`src/core/adcsq_pkg.sv`:
```
package adcsq_pkg;
  localparam int ADDR_W = 12;
  localparam logic [11:0] OFF_STS = 12'h000;
  localparam logic [11:0] OFF_IEN = 12'h004;
  localparam logic [11:0] OFF_CTRL = 12'h008;
  localparam logic [11:0] OFF_CFG1 = 12'h00C;
  localparam logic [11:0] OFF_CHSEL = 12'h028;
  localparam logic [11:0] OFF_DATA = 12'h040;
  localparam logic [11:0] OFF_CCFG = 12'h308;
  localparam int STS_EOC = 2;
  localparam int STS_EOSEQ = 3;
  localparam int CTRL_EN = 0;
  localparam int CTRL_DIS = 1;
  localparam int CTRL_START = 2;
  localparam int CTRL_STOP = 4;
  localparam int CTRL_CAL = 31;
  localparam int CFG_RES_LSB = 3;
  localparam int CFG_ALIGN = 5;
  localparam int CFG_TRG_LSB = 6;
  localparam int CFG_POL_LSB = 10;
  localparam int CFG_REPEAT = 13;
  localparam int CFG_WAIT = 14;
  localparam int CFG_AUTOOFF = 15;
  localparam int CFG_STEP = 16;
  localparam int CCFG_THERM = 23;
  localparam logic [31:0] IEN_MASK = 32'h0000000C;
  localparam logic [31:0] CFG1_MASK = 32'h0001EDF8;
  localparam logic [31:0] CHSEL_MASK = 32'h0007FFFF;
  localparam logic [31:0] CCFG_MASK = 32'h00800000;
  localparam logic [31:0] RST_VALUE = 32'h00000000;
  localparam int CHAN_N = 19;
  localparam logic [1:0] RES_12 = 2'h0;
  localparam logic [1:0] RES_10 = 2'h1;
  localparam logic [1:0] RES_8 = 2'h2;
  localparam logic [5:0] CYC_RES12 = 6'h0E;
  localparam logic [5:0] CYC_RES10 = 6'h0D;
  localparam logic [5:0] CYC_RES8 = 6'h0B;
  localparam logic [5:0] CYC_RES6 = 6'h09;
  localparam logic [5:0] CAL_CYCLES = 6'h20;
  localparam logic [2:0] TRG_T1_TRGO = 3'h0;
  localparam logic [2:0] TRG_T1_CC4 = 3'h1;
  localparam logic [2:0] TRG_T3_TRGO = 3'h2;
  localparam logic [2:0] TRG_T1_TRGO_ALT = 3'h3;
  localparam logic [2:0] TRG_T15_TRGO = 3'h4;
  localparam logic [2:0] TRG_EXT_PIN = 3'h7;
  localparam logic [1:0] POL_OFF = 2'h0;
  localparam logic [1:0] POL_RISE = 2'h1;
  localparam logic [1:0] POL_FALL = 2'h2;
  localparam logic [1:0] POL_BOTH = 2'h3;
  localparam logic [1:0] RESP_OKAY = 2'h0;
  localparam logic [1:0] RESP_SLVERR = 2'h2;
  typedef enum logic [1:0] {ST_IDLE = 2'b00, ST_CONV = 2'b01, ST_CAL = 2'b10} adcsq_state_t;
endpackage

```
`src/core/adcsq_sequencer.sv`:
```
// Chosen here: the AXI4-Lite slave port and the register offsets.
`timescale 1ns/10ps
`default_nettype none
// Overview of operation
// - Hardware clears the trim request bit when calibration ends.
// - Calibration factor appears in result bits 6:0 afterwards.
// - No conversion runs while calibration is in progress.
// - Repeat select 0: one pass over channel or group, then stop.
// - Repeat select 1: passes repeat until stopped.
// - Conversion starts on software start bit or selected trigger event.
// - Each conversion writes result, sets done flag, interrupts if enabled.
// - Last channel sets sequence done flag, interrupts if enabled.
// - Stepwise mode converts one next channel per start or trigger.
// - Without stepwise, one start converts whole sequence in order.
// - Channels 0-15 are pins; 16 thermal, 17 reference, 18 battery.
// - Thermal sensor powered only while its common config bit is set.
// - Three-bit source field picks timer outputs or external pin.
// - Polarity 00 off, 01 rising, 10 falling edge.
// - Polarity 11 triggers on both edges.
// - Resolution 12, 10, 8 or 6 bits; lower is shorter.
// - Result left or right aligned in 16-bit result register.
// - Auto shutdown powers converter off whenever idle.
// - Auto delay waits for result read before next conversion.
module adcsq_sequencer
  import adcsq_pkg::*;
(
  input wire logic clock,
  input wire logic sys_rst,
  input wire logic [adcsq_pkg::ADDR_W-1:0] s_axi_awaddr,
  input wire logic s_axi_awvalid,
  output logic s_axi_awready,
  input wire logic [31:0] s_axi_wdata,
  input wire logic [3:0] s_axi_wstrb,
  input wire logic s_axi_wvalid,
  output logic s_axi_wready,
  output logic [1:0] s_axi_bresp,
  output logic s_axi_bvalid,
  input wire logic s_axi_bready,
  input wire logic [adcsq_pkg::ADDR_W-1:0] s_axi_araddr,
  input wire logic s_axi_arvalid,
  output logic s_axi_arready,
  output logic [31:0] s_axi_rdata,
  output logic [1:0] s_axi_rresp,
  output logic s_axi_rvalid,
  input wire logic s_axi_rready,
  input wire logic timerOneTriggerOut,
  input wire logic timerOneCompareFour,
  input wire logic timerThreeTriggerOut,
  input wire logic timerFifteenTriggerOut,
  input wire logic extTriggerPin,
  input wire logic [11:0] sampleValue,
  input wire logic [6:0] trimFactorIn,
  output logic [4:0] channelSelect,
  output logic converterPowerOn,
  output logic sampleActive,
  output logic thermalSensorOn,
  output logic irq
);
  import adcsq_pkg::*;

  // Returns {found, index} of lowest selected channel at or above start
  function automatic logic [5:0] firstFrom(input logic [CHAN_N-1:0] mask, input logic [4:0] from);
    logic [5:0] res;
    res = 6'h00;
    for (int i = CHAN_N - 1; i >= 0; i--)
    begin
      if (mask[i] && (5'(i) >= from))
        res = {1'b1, 5'(i)};
    end
    return res;
  endfunction

  adcsq_state_t state_reg, state_next;
  logic [5:0] cnt_reg, cnt_next;
  logic enable_reg, startBit_reg, calBit_reg, pend_reg, unread_reg;
  logic eocFlag_reg, eoseqFlag_reg;
  logic [31:0] ien_reg, cfg_reg, chsel_reg, ccfg_reg;
  logic [15:0] data_reg;
  logic [4:0] cur_reg, nextFrom_reg;
  logic [4:0] trgSync1_reg, trgSync2_reg;
  logic trgPrev_reg;
  logic awReady_reg, wReady_reg, bValid_reg, arReady_reg, rValid_reg;
  logic [1:0] bResp_reg, rResp_reg;
  logic [31:0] rData_reg;
  logic powerOn_reg, sampleActive_reg, thermOn_reg, irq_reg;
  logic [4:0] chanOut_reg;

  // Bus decode
  wire wrEn = awReady_reg && s_axi_awvalid && wReady_reg && s_axi_wvalid;
  wire rdEn = arReady_reg && s_axi_arvalid;
  wire [31:0] wMask = {{8{s_axi_wstrb[3]}}, {8{s_axi_wstrb[2]}},
                       {8{s_axi_wstrb[1]}}, {8{s_axi_wstrb[0]}}};
  wire [31:0] wData = s_axi_wdata & wMask;
  wire wrSts = wrEn && (s_axi_awaddr == OFF_STS);
  wire wrIen = wrEn && (s_axi_awaddr == OFF_IEN);
  wire wrCtrl = wrEn && (s_axi_awaddr == OFF_CTRL);
  wire wrCfg = wrEn && (s_axi_awaddr == OFF_CFG1);
  wire wrChsel = wrEn && (s_axi_awaddr == OFF_CHSEL);
  wire wrCcfg = wrEn && (s_axi_awaddr == OFF_CCFG);
  wire wrHit = wrSts || wrIen || wrCtrl || wrCfg || wrChsel || wrCcfg ||
               (s_axi_awaddr == OFF_DATA);
  wire rdHit = (s_axi_araddr == OFF_STS) || (s_axi_araddr == OFF_IEN) ||
               (s_axi_araddr == OFF_CTRL) || (s_axi_araddr == OFF_CFG1) ||
               (s_axi_araddr == OFF_CHSEL) || (s_axi_araddr == OFF_DATA) ||
               (s_axi_araddr == OFF_CCFG);
  wire dataRead = rdEn && (s_axi_araddr == OFF_DATA);

  // Configuration fields
  wire [1:0] resSel = cfg_reg[CFG_RES_LSB +: 2];
  wire alignLeft = cfg_reg[CFG_ALIGN];
  wire [2:0] trgSel = cfg_reg[CFG_TRG_LSB +: 3];
  wire [1:0] polSel = cfg_reg[CFG_POL_LSB +: 2];
  wire repeatMode = cfg_reg[CFG_REPEAT];
  wire autoDelay = cfg_reg[CFG_WAIT];
  wire autoOff = cfg_reg[CFG_AUTOOFF];
  wire stepwise = cfg_reg[CFG_STEP];
  wire [CHAN_N-1:0] chanMask = chsel_reg[CHAN_N-1:0];

  // Control writes; stop and disable abort a running conversion or sequence, not a calibration
  wire disWr = wrCtrl && wData[CTRL_DIS] && enable_reg;
  wire stopWr = wrCtrl && wData[CTRL_STOP];
  wire abort = disWr || stopWr;
  wire swStart = wrCtrl && wData[CTRL_START] && enable_reg && !disWr;
  wire calReq = wrCtrl && wData[CTRL_CAL] && !enable_reg && (state_reg == ST_IDLE);

  // Trigger source select after synchronisers
  wire trgLevel = (trgSel == TRG_T1_TRGO || trgSel == TRG_T1_TRGO_ALT) ? trgSync2_reg[0] :
                  (trgSel == TRG_T1_CC4) ? trgSync2_reg[1] :
                  (trgSel == TRG_T3_TRGO) ? trgSync2_reg[2] :
                  (trgSel == TRG_T15_TRGO) ? trgSync2_reg[3] :
                  (trgSel == TRG_EXT_PIN) ? trgSync2_reg[4] : 1'b0;
  wire trgRise = trgLevel && !trgPrev_reg;
  wire trgFall = !trgLevel && trgPrev_reg;
  wire trgHit = ((polSel == POL_RISE) && trgRise) || ((polSel == POL_FALL) && trgFall) ||
                ((polSel == POL_BOTH) && (trgRise || trgFall));
  wire hwStart = trgHit && startBit_reg && enable_reg && !abort;

  // Sequence walk; stepwise resumes from the saved position
  wire [5:0] fromNext = firstFrom(chanMask, nextFrom_reg);
  wire [5:0] fromZero = firstFrom(chanMask, 5'h00);
  wire [4:0] pickCh = fromNext[5] ? fromNext[4:0] : fromZero[4:0];
  wire [5:0] aboveCur = firstFrom(chanMask, cur_reg + 5'h01);
  wire lastCh = !aboveCur[5];
  wire [5:0] convCycles = (resSel == RES_12) ? CYC_RES12 : (resSel == RES_10) ? CYC_RES10 :
                          (resSel == RES_8) ? CYC_RES8 : CYC_RES6;
  wire convDone = (state_reg == ST_CONV) && (cnt_reg == 6'h01) && !abort;
  wire calDone = (state_reg == ST_CAL) && (cnt_reg == 6'h01);
  // Auto delay holds off while an unread result sits in the register
  wire canStart = pend_reg && enable_reg && fromZero[5] && !(autoDelay && unread_reg);
  wire keepPend = !stepwise && (!lastCh || repeatMode);
  wire endStart = convDone && ((lastCh && !repeatMode && !stepwise) ||
                  (stepwise && (polSel == POL_OFF)));

  // Result truncation and alignment
  wire [11:0] resMask = (resSel == RES_12) ? 12'hFFF : (resSel == RES_10) ? 12'hFFC :
                        (resSel == RES_8) ? 12'hFF0 : 12'hFC0;
  wire [11:0] rawCut = sampleValue & resMask;
  wire [15:0] rightVal = (resSel == RES_12) ? {4'h0, rawCut} :
                         (resSel == RES_10) ? {6'h00, rawCut[11:2]} :
                         (resSel == RES_8) ? {8'h00, rawCut[11:4]} : {10'h000, rawCut[11:6]};
  wire [15:0] resultVal = alignLeft ? {rawCut, 4'h0} : rightVal;

  wire [31:0] ctrlView = {calBit_reg, 26'h0000000, 1'b0, 1'b0, startBit_reg, 1'b0, enable_reg};
  wire [31:0] rdMux = (s_axi_araddr == OFF_STS) ?
                        {28'h0000000, eoseqFlag_reg, eocFlag_reg, 2'h0} :
                      (s_axi_araddr == OFF_IEN) ? ien_reg :
                      (s_axi_araddr == OFF_CTRL) ? ctrlView :
                      (s_axi_araddr == OFF_CFG1) ? cfg_reg :
                      (s_axi_araddr == OFF_CHSEL) ? chsel_reg :
                      (s_axi_araddr == OFF_DATA) ? {16'h0000, data_reg} :
                      (s_axi_araddr == OFF_CCFG) ? ccfg_reg : RST_VALUE;

  always_comb
  begin
    state_next = state_reg;
    cnt_next = (cnt_reg != 6'h00) ? cnt_reg - 6'h01 : 6'h00;
    unique case (state_reg)
      ST_IDLE:
      begin
        if (calReq)
        begin
          state_next = ST_CAL;
          cnt_next = CAL_CYCLES;
        end
        else if (canStart && !abort)
        begin
          state_next = ST_CONV;
          cnt_next = convCycles;
        end
      end
      ST_CONV:
      begin
        if (abort || convDone)
          state_next = ST_IDLE;
      end
      ST_CAL:
      begin
        if (calDone)
          state_next = ST_IDLE;
      end
      default:
        state_next = ST_IDLE;
    endcase
  end

  always_ff @(posedge clock)
  begin
    if (sys_rst)
    begin
      state_reg <= ST_IDLE;
      cnt_reg <= 6'h00;
    end
    else
    begin
      state_reg <= state_next;
      cnt_reg <= cnt_next;
    end
  end

  // Control bits and sequencing
  always_ff @(posedge clock)
  begin
    if (sys_rst)
    begin
      enable_reg <= 1'b0;
      startBit_reg <= 1'b0;
      calBit_reg <= 1'b0;
      pend_reg <= 1'b0;
      cur_reg <= 5'h00;
      nextFrom_reg <= 5'h00;
    end
    else
    begin
      enable_reg <= (enable_reg || (wrCtrl && wData[CTRL_EN] && !calBit_reg)) && !disWr;
      calBit_reg <= (calBit_reg || calReq) && !calDone;
      startBit_reg <= (startBit_reg || swStart) && !abort && !endStart;
      pend_reg <= (convDone ? keepPend : pend_reg) && !abort ||
                  (swStart && (polSel == POL_OFF)) || hwStart;
      if (state_reg == ST_IDLE && state_next == ST_CONV)
        cur_reg <= pickCh;
      if (convDone)
        nextFrom_reg <= lastCh ? 5'h00 : cur_reg + 5'h01;
      else if (abort)
        nextFrom_reg <= 5'h00;
    end
  end

  // Results, flags and the visible configuration
  always_ff @(posedge clock)
  begin
    if (sys_rst)
    begin
      data_reg <= 16'h0000;
      unread_reg <= 1'b0;
      eocFlag_reg <= 1'b0;
      eoseqFlag_reg <= 1'b0;
      ien_reg <= RST_VALUE;
      cfg_reg <= RST_VALUE;
      chsel_reg <= RST_VALUE;
      ccfg_reg <= RST_VALUE;
    end
    else
    begin
      if (convDone)
        data_reg <= resultVal;
      else if (calDone)
        data_reg <= {9'h000, trimFactorIn};
      unread_reg <= convDone || (unread_reg && !dataRead);
      // A new event outranks a clear in the same cycle
      eocFlag_reg <= convDone || (eocFlag_reg && !(wrSts && wData[STS_EOC]));
      eoseqFlag_reg <= (convDone && lastCh) ||
                       (eoseqFlag_reg && !(wrSts && wData[STS_EOSEQ]));
      if (wrIen)
        ien_reg <= (ien_reg & ~wMask) | (wData & IEN_MASK);
      // Reconfiguring mid-sequence would scramble the walk, so hold it
      if (wrCfg && !startBit_reg)
        cfg_reg <= (cfg_reg & ~wMask) | (wData & CFG1_MASK);
      if (wrChsel && !startBit_reg)
        chsel_reg <= (chsel_reg & ~wMask) | (wData & CHSEL_MASK);
      if (wrCcfg)
        ccfg_reg <= (ccfg_reg & ~wMask) | (wData & CCFG_MASK);
    end
  end

  // Trigger synchronisers and edge memory
  always_ff @(posedge clock)
  begin
    if (sys_rst)
    begin
      trgSync1_reg <= 5'h00;
      trgSync2_reg <= 5'h00;
      trgPrev_reg <= 1'b0;
    end
    else
    begin
      trgSync1_reg <= {extTriggerPin, timerFifteenTriggerOut, timerThreeTriggerOut,
                       timerOneCompareFour, timerOneTriggerOut};
      trgSync2_reg <= trgSync1_reg;
      trgPrev_reg <= trgLevel;
    end
  end

  // Bus handshakes: write waits for address and data together
  always_ff @(posedge clock)
  begin
    if (sys_rst)
    begin
      awReady_reg <= 1'b0;
      wReady_reg <= 1'b0;
      bValid_reg <= 1'b0;
      bResp_reg <= RESP_OKAY;
      arReady_reg <= 1'b0;
      rValid_reg <= 1'b0;
      rResp_reg <= RESP_OKAY;
      rData_reg <= RST_VALUE;
    end
    else
    begin
      awReady_reg <= s_axi_awvalid && s_axi_wvalid && !awReady_reg && !bValid_reg;
      wReady_reg <= s_axi_awvalid && s_axi_wvalid && !awReady_reg && !bValid_reg;
      if (wrEn)
      begin
        bValid_reg <= 1'b1;
        bResp_reg <= wrHit ? RESP_OKAY : RESP_SLVERR;
      end
      else if (s_axi_bready)
        bValid_reg <= 1'b0;
      arReady_reg <= s_axi_arvalid && !arReady_reg && !rValid_reg;
      if (rdEn)
      begin
        rValid_reg <= 1'b1;
        rData_reg <= rdMux;
        rResp_reg <= rdHit ? RESP_OKAY : RESP_SLVERR;
      end
      else if (s_axi_rready)
        rValid_reg <= 1'b0;
    end
  end

  // Analog side controls and interrupt
  always_ff @(posedge clock)
  begin
    if (sys_rst)
    begin
      powerOn_reg <= 1'b0;
      sampleActive_reg <= 1'b0;
      thermOn_reg <= 1'b0;
      irq_reg <= 1'b0;
      chanOut_reg <= 5'h00;
    end
    else
    begin
      powerOn_reg <= (enable_reg || state_next == ST_CAL) &&
                     (!autoOff || state_next != ST_IDLE);
      sampleActive_reg <= (state_next == ST_CONV);
      thermOn_reg <= ccfg_reg[CCFG_THERM];
      irq_reg <= (eocFlag_reg && ien_reg[STS_EOC]) || (eoseqFlag_reg && ien_reg[STS_EOSEQ]);
      if (state_reg == ST_IDLE && state_next == ST_CONV)
        chanOut_reg <= pickCh;
    end
  end

  assign s_axi_awready = awReady_reg;
  assign s_axi_wready = wReady_reg;
  assign s_axi_bvalid = bValid_reg;
  assign s_axi_bresp = bResp_reg;
  assign s_axi_arready = arReady_reg;
  assign s_axi_rvalid = rValid_reg;
  assign s_axi_rdata = rData_reg;
  assign s_axi_rresp = rResp_reg;
  assign channelSelect = chanOut_reg;
  assign converterPowerOn = powerOn_reg;
  assign sampleActive = sampleActive_reg;
  assign thermalSensorOn = thermOn_reg;
  assign irq = irq_reg;
endmodule // adcsq_sequencer
`default_nettype wire

```
`config.mk`:
```
export PLATFORM = sky130hd
export DESIGN_NAME = adcsq_sequencer
export DESIGN_NICKNAME = d
export VERILOG_FILES = /design/src/core/adcsq_pkg.sv /design/src/core/adcsq_sequencer.sv
export SDC_FILE = /design/constraint.sdc
export NUM_CORES = 1
export LEC_CHECK = 0
export ABC_AREA = 1
export ABC_CLOCK_PERIOD_IN_PS = 6400
export BUFFER_PORTS_ARGS = -buffer_cell sky130_fd_sc_hd__buf_2
export CAP_MARGIN = 5
export CORE_MARGIN = 2
export CORE_UTILIZATION = 55
export CTS_BUF_LIST = sky130_fd_sc_hd__clkbuf_8 sky130_fd_sc_hd__clkbuf_16
export DETAILED_ROUTE_END_ITERATION = 16
export GPL_TIMING_DRIVEN = 0
export HOLD_SLACK_MARGIN = 0.15
export PLACE_DENSITY = 0.77
export SLEW_MARGIN = 30
export SYNTH_ARGS = -nofsm -noshare
export SYNTH_HDL_FRONTEND = slang
export SYNTH_SLANG_ARGS = --single-unit
```
`constraint.sdc`:
```
create_clock -name clock -period 6.4 [get_ports clock]
set_clock_uncertainty 0.2 [all_clocks]
set_input_delay 1.28 -clock clock [delete_from_list [all_inputs] [get_ports clock]]
set_output_delay 1.28 -clock clock [all_outputs]
set_load 0.1 [all_outputs]
```
==> results by group <==
STA
  – Post-route setup TNS: 0 ns
  – Final setup vio count: 0
  – Minimum clock period: 3.15 ns
  – Fmax: between 300 and 400 MHz
  – RSZ-0062 raised after global routing: no
  – Final critical-path share of the clock period: about half
  – Worst-margin pin slew: 0.914 ns
  – Headroom to the max-slew limit: 39.0%
  – Final max-slew violation count: 0
  – Hold Vio Cnt, Final: 0

Logic synthesis
  – Distinct cells, synth: 54
  – Top_reg_cell synth: dfxtp_1
  – Most frequent cells after synthesis: nand2_1, dfxtp_1, inv_1
  – Ranking of synthesized cells by area: dfxtp_1, nand2_1, inv_1
  – Syn Area/Cell: 7.24 sq um
  – Top-area cell type share of the netlist area: 43.0%
  – Most common cell in the netlist: nand2_1
  – Post-Synthesis Cells: 1426
  – Flops & latches, synth: 222
  – Number of enable flip-flop cells after synthesis: 0
  – Largest area contributor in the netlist: dfxtp_1
  – Mapped Area: 0.0103 sq mm
  – YS warnings: 0
  – Post-synthesis sequential area ratio: 43.0%
  – Async SR Flop Fraction: 0%

Floorplan
  – # rows: 50
  – CORE AREA: around 0.019 sq mm
  – I/O pin count: ~140
  – Die Ht: 141 um
  – Die width: 141 um
  – DIE AREA: 0.0199 sq mm
  – Initial Util: 55.6%

Critical path
  – Crit path buffers/inverters: 2
  – WS Path Type: primary input to flip-flop
  – Crit-path cells: buf_2, nor2_1, nand2_1, nor2_1, nand3_1, nor2_1, nand2_1, clkbuf_1, o21ai_0, a21oi_1
  – Slowest cell on the critical path: nor2_1
  – CP max FO: 10
  – Required time of the critical path: 6.58 ns
  – Delay-heaviest family, CP: simple AND/OR/NAND/NOR gates
  – Most common cell on crit path: nor2_1
  – Delay of the slowest cell on the worst path: 0.46 ns
  – Worst setup EP type: flip-flop
  – Arrival time of the worst setup path: 3.33 ns
  – CP Launch Type: primary input

Clock network
  – Post-CTS Resized: 0
  – Post CTS Setup Buffer Count: 0
  – Clk sinks: approximately 220
  – Clk root buf: clkbuf_16
  – H-tree depth: 1
  – Longest Clk Path Bufs: 3
  – TritonCTS Buffers: 23
  – CTS clk-pin slew, worst paths: around 0.06 ns
  – CTS Hold Bufs: 0
  – Worst skew pair latency: 0.51 ns
  – CTS tree: done

Status
  – Status: finished clean

Routing
  – # DRC: 0
  – Antenna-violating nets left: 0
  – WL final: 33.4 mm
  – WL/cell: 18.3 um
  – DR pass1 iterations: 6
  – Total number of vias: 10500
  – Via density: 5.76
  – 1st-iter DRT viols: 905

GRT
  – Antenna violations before repair: 1
  – Grt ovf: 0
  – GRT Total Usage: 32.8%
  – Global-route wire length before repair: 51.3 mm
  – Vias in the first global route: 9732
  – Pin count of the biggest net entering global routing: 14

Layout
  – Layout cells sized above 1: around 14%
  – Fillcell total: 1670
  – Area Overhead vs Synth: 15.4%
  – Nets: 1676

Placement
  – I/O Buffers: about 130
  – GP Congestion: 0.979
  – HPWL Detailed: 25.5 mm

Power
  – Cell Pwr Density: between 200 and 250 mW/mm^2
  – Power Total: 2.85 mW
  – Leakage: 5.16 nW
  – Worst vdd ir: 0.249 mV

Hold path
  – Min-delay worst type: flip-flop to flip-flop

Run
  – Max-cap violation count: 0
==> placed cells by master (no fill, tap or decap), types with 10 or more instances in the layout <==
cell type,instances
inv_2,11
o2111ai_1,25
nand4_1,11
nand2_1,276
inv_1,204
buf_2,133
o21ai_0,76
buf_4,10
nor3_1,73
nor3b_1,21
a21oi_1,110
clkbuf_1,40
nand3_1,93
o21ai_1,23
o211ai_1,11
clkbuf_16,23
a31oi_1,13
nor2_1,105
dfxtp_1,222
==> power breakdown <==
| group | internal (mW) | switching (mW) |
|---|---|---|
| Combinational | 0.0738 | 0.159 |
| Clock | 0.681 | 0.526 |
| Sequential | 1.40 | 0.00979 |
| Total | 2.15 | 0.695 |
==> worst register-to-register path: stages (launching register included) <==
cell and delay (ns):
dfxtp_1 0.60, ha_1 0.28, nand3_2 0.13, xor2_4 0.34, inv_2 0.16, o21ai_2 0.10
inv_1 0.07, o21ai_1 0.08, a21oi_1 0.10, nor3_2 0.29, nand4_1 0.25, nand2_1 0.11
a31oi_1 0.10
==> logic make-up after synthesis <==
logic type                 Yosys count  share of synthesized area (%)
and+or+nand+nor                    619                           27.4
DFF                                222                           43.0
buffers and inverters              268                           10.3
AOI/OAI and AO/OA                  305                           17.8
xor gates and xnor gates             3                          0.509
other                                1                         0.0363
adders and majority gates            8                          0.969
==> final timing paths <==
check,slack (ns),depth (start not counted),to,from
worst max-delay path,3.25,10,flip-flop,s_axi_awaddr[11]
worst min register to register,0.20,2,trgSync2_reg[2],trgSync1_reg[2]
worst min-delay path,0.20,2,trgSync2_reg[2],trgSync1_reg[2]
worst max register to register,3.44,12,startBit_reg,channelSelect[0]
==> layer usage <==
layer / vias to the layer above / routed length (um) / GRT usage [%]
li1: 5054 / - / -
met4: 0 / 1850 / 16.8
met2: 493 / 15600 / 54.9
met3: 126 / 2730 / 5.30
met1: 4836 / 13200 / 41.0
met5: - / 0 / 0
==> cell type report <==
class	count	area, sq um	share of cell area [%]
inverters	208	781	6.55
multi-input cells	937	4820	40.5
flip-flops and latches	222	4440	37.3
well taps	234	293	2.46
clock inverters	12	51.3	0.430
diodes	1	2.50	0.0210
clock buffers	26	617	5.18
repair buffers	125	626	5.25
plain buffers	60	280	2.35
==> stage by stage <==
step                      worst slack, ns  instances  hold WS (ns)  instance area [sq um]  util (%)
after floorplan                      3.24       1427         0.188                  10300         -
after global placement               2.83       1786         0.191                  11200      60.5
after detailed placement             2.81       1786         0.195                  11200      60.5
after CTS                            3.30       1824         0.204                  11900      64.1
after global routing                 3.04       1825         0.218                  11900      64.1
final                                3.25       1825         0.201                  11900      64.1
Power figures use the tool's default switching activity.
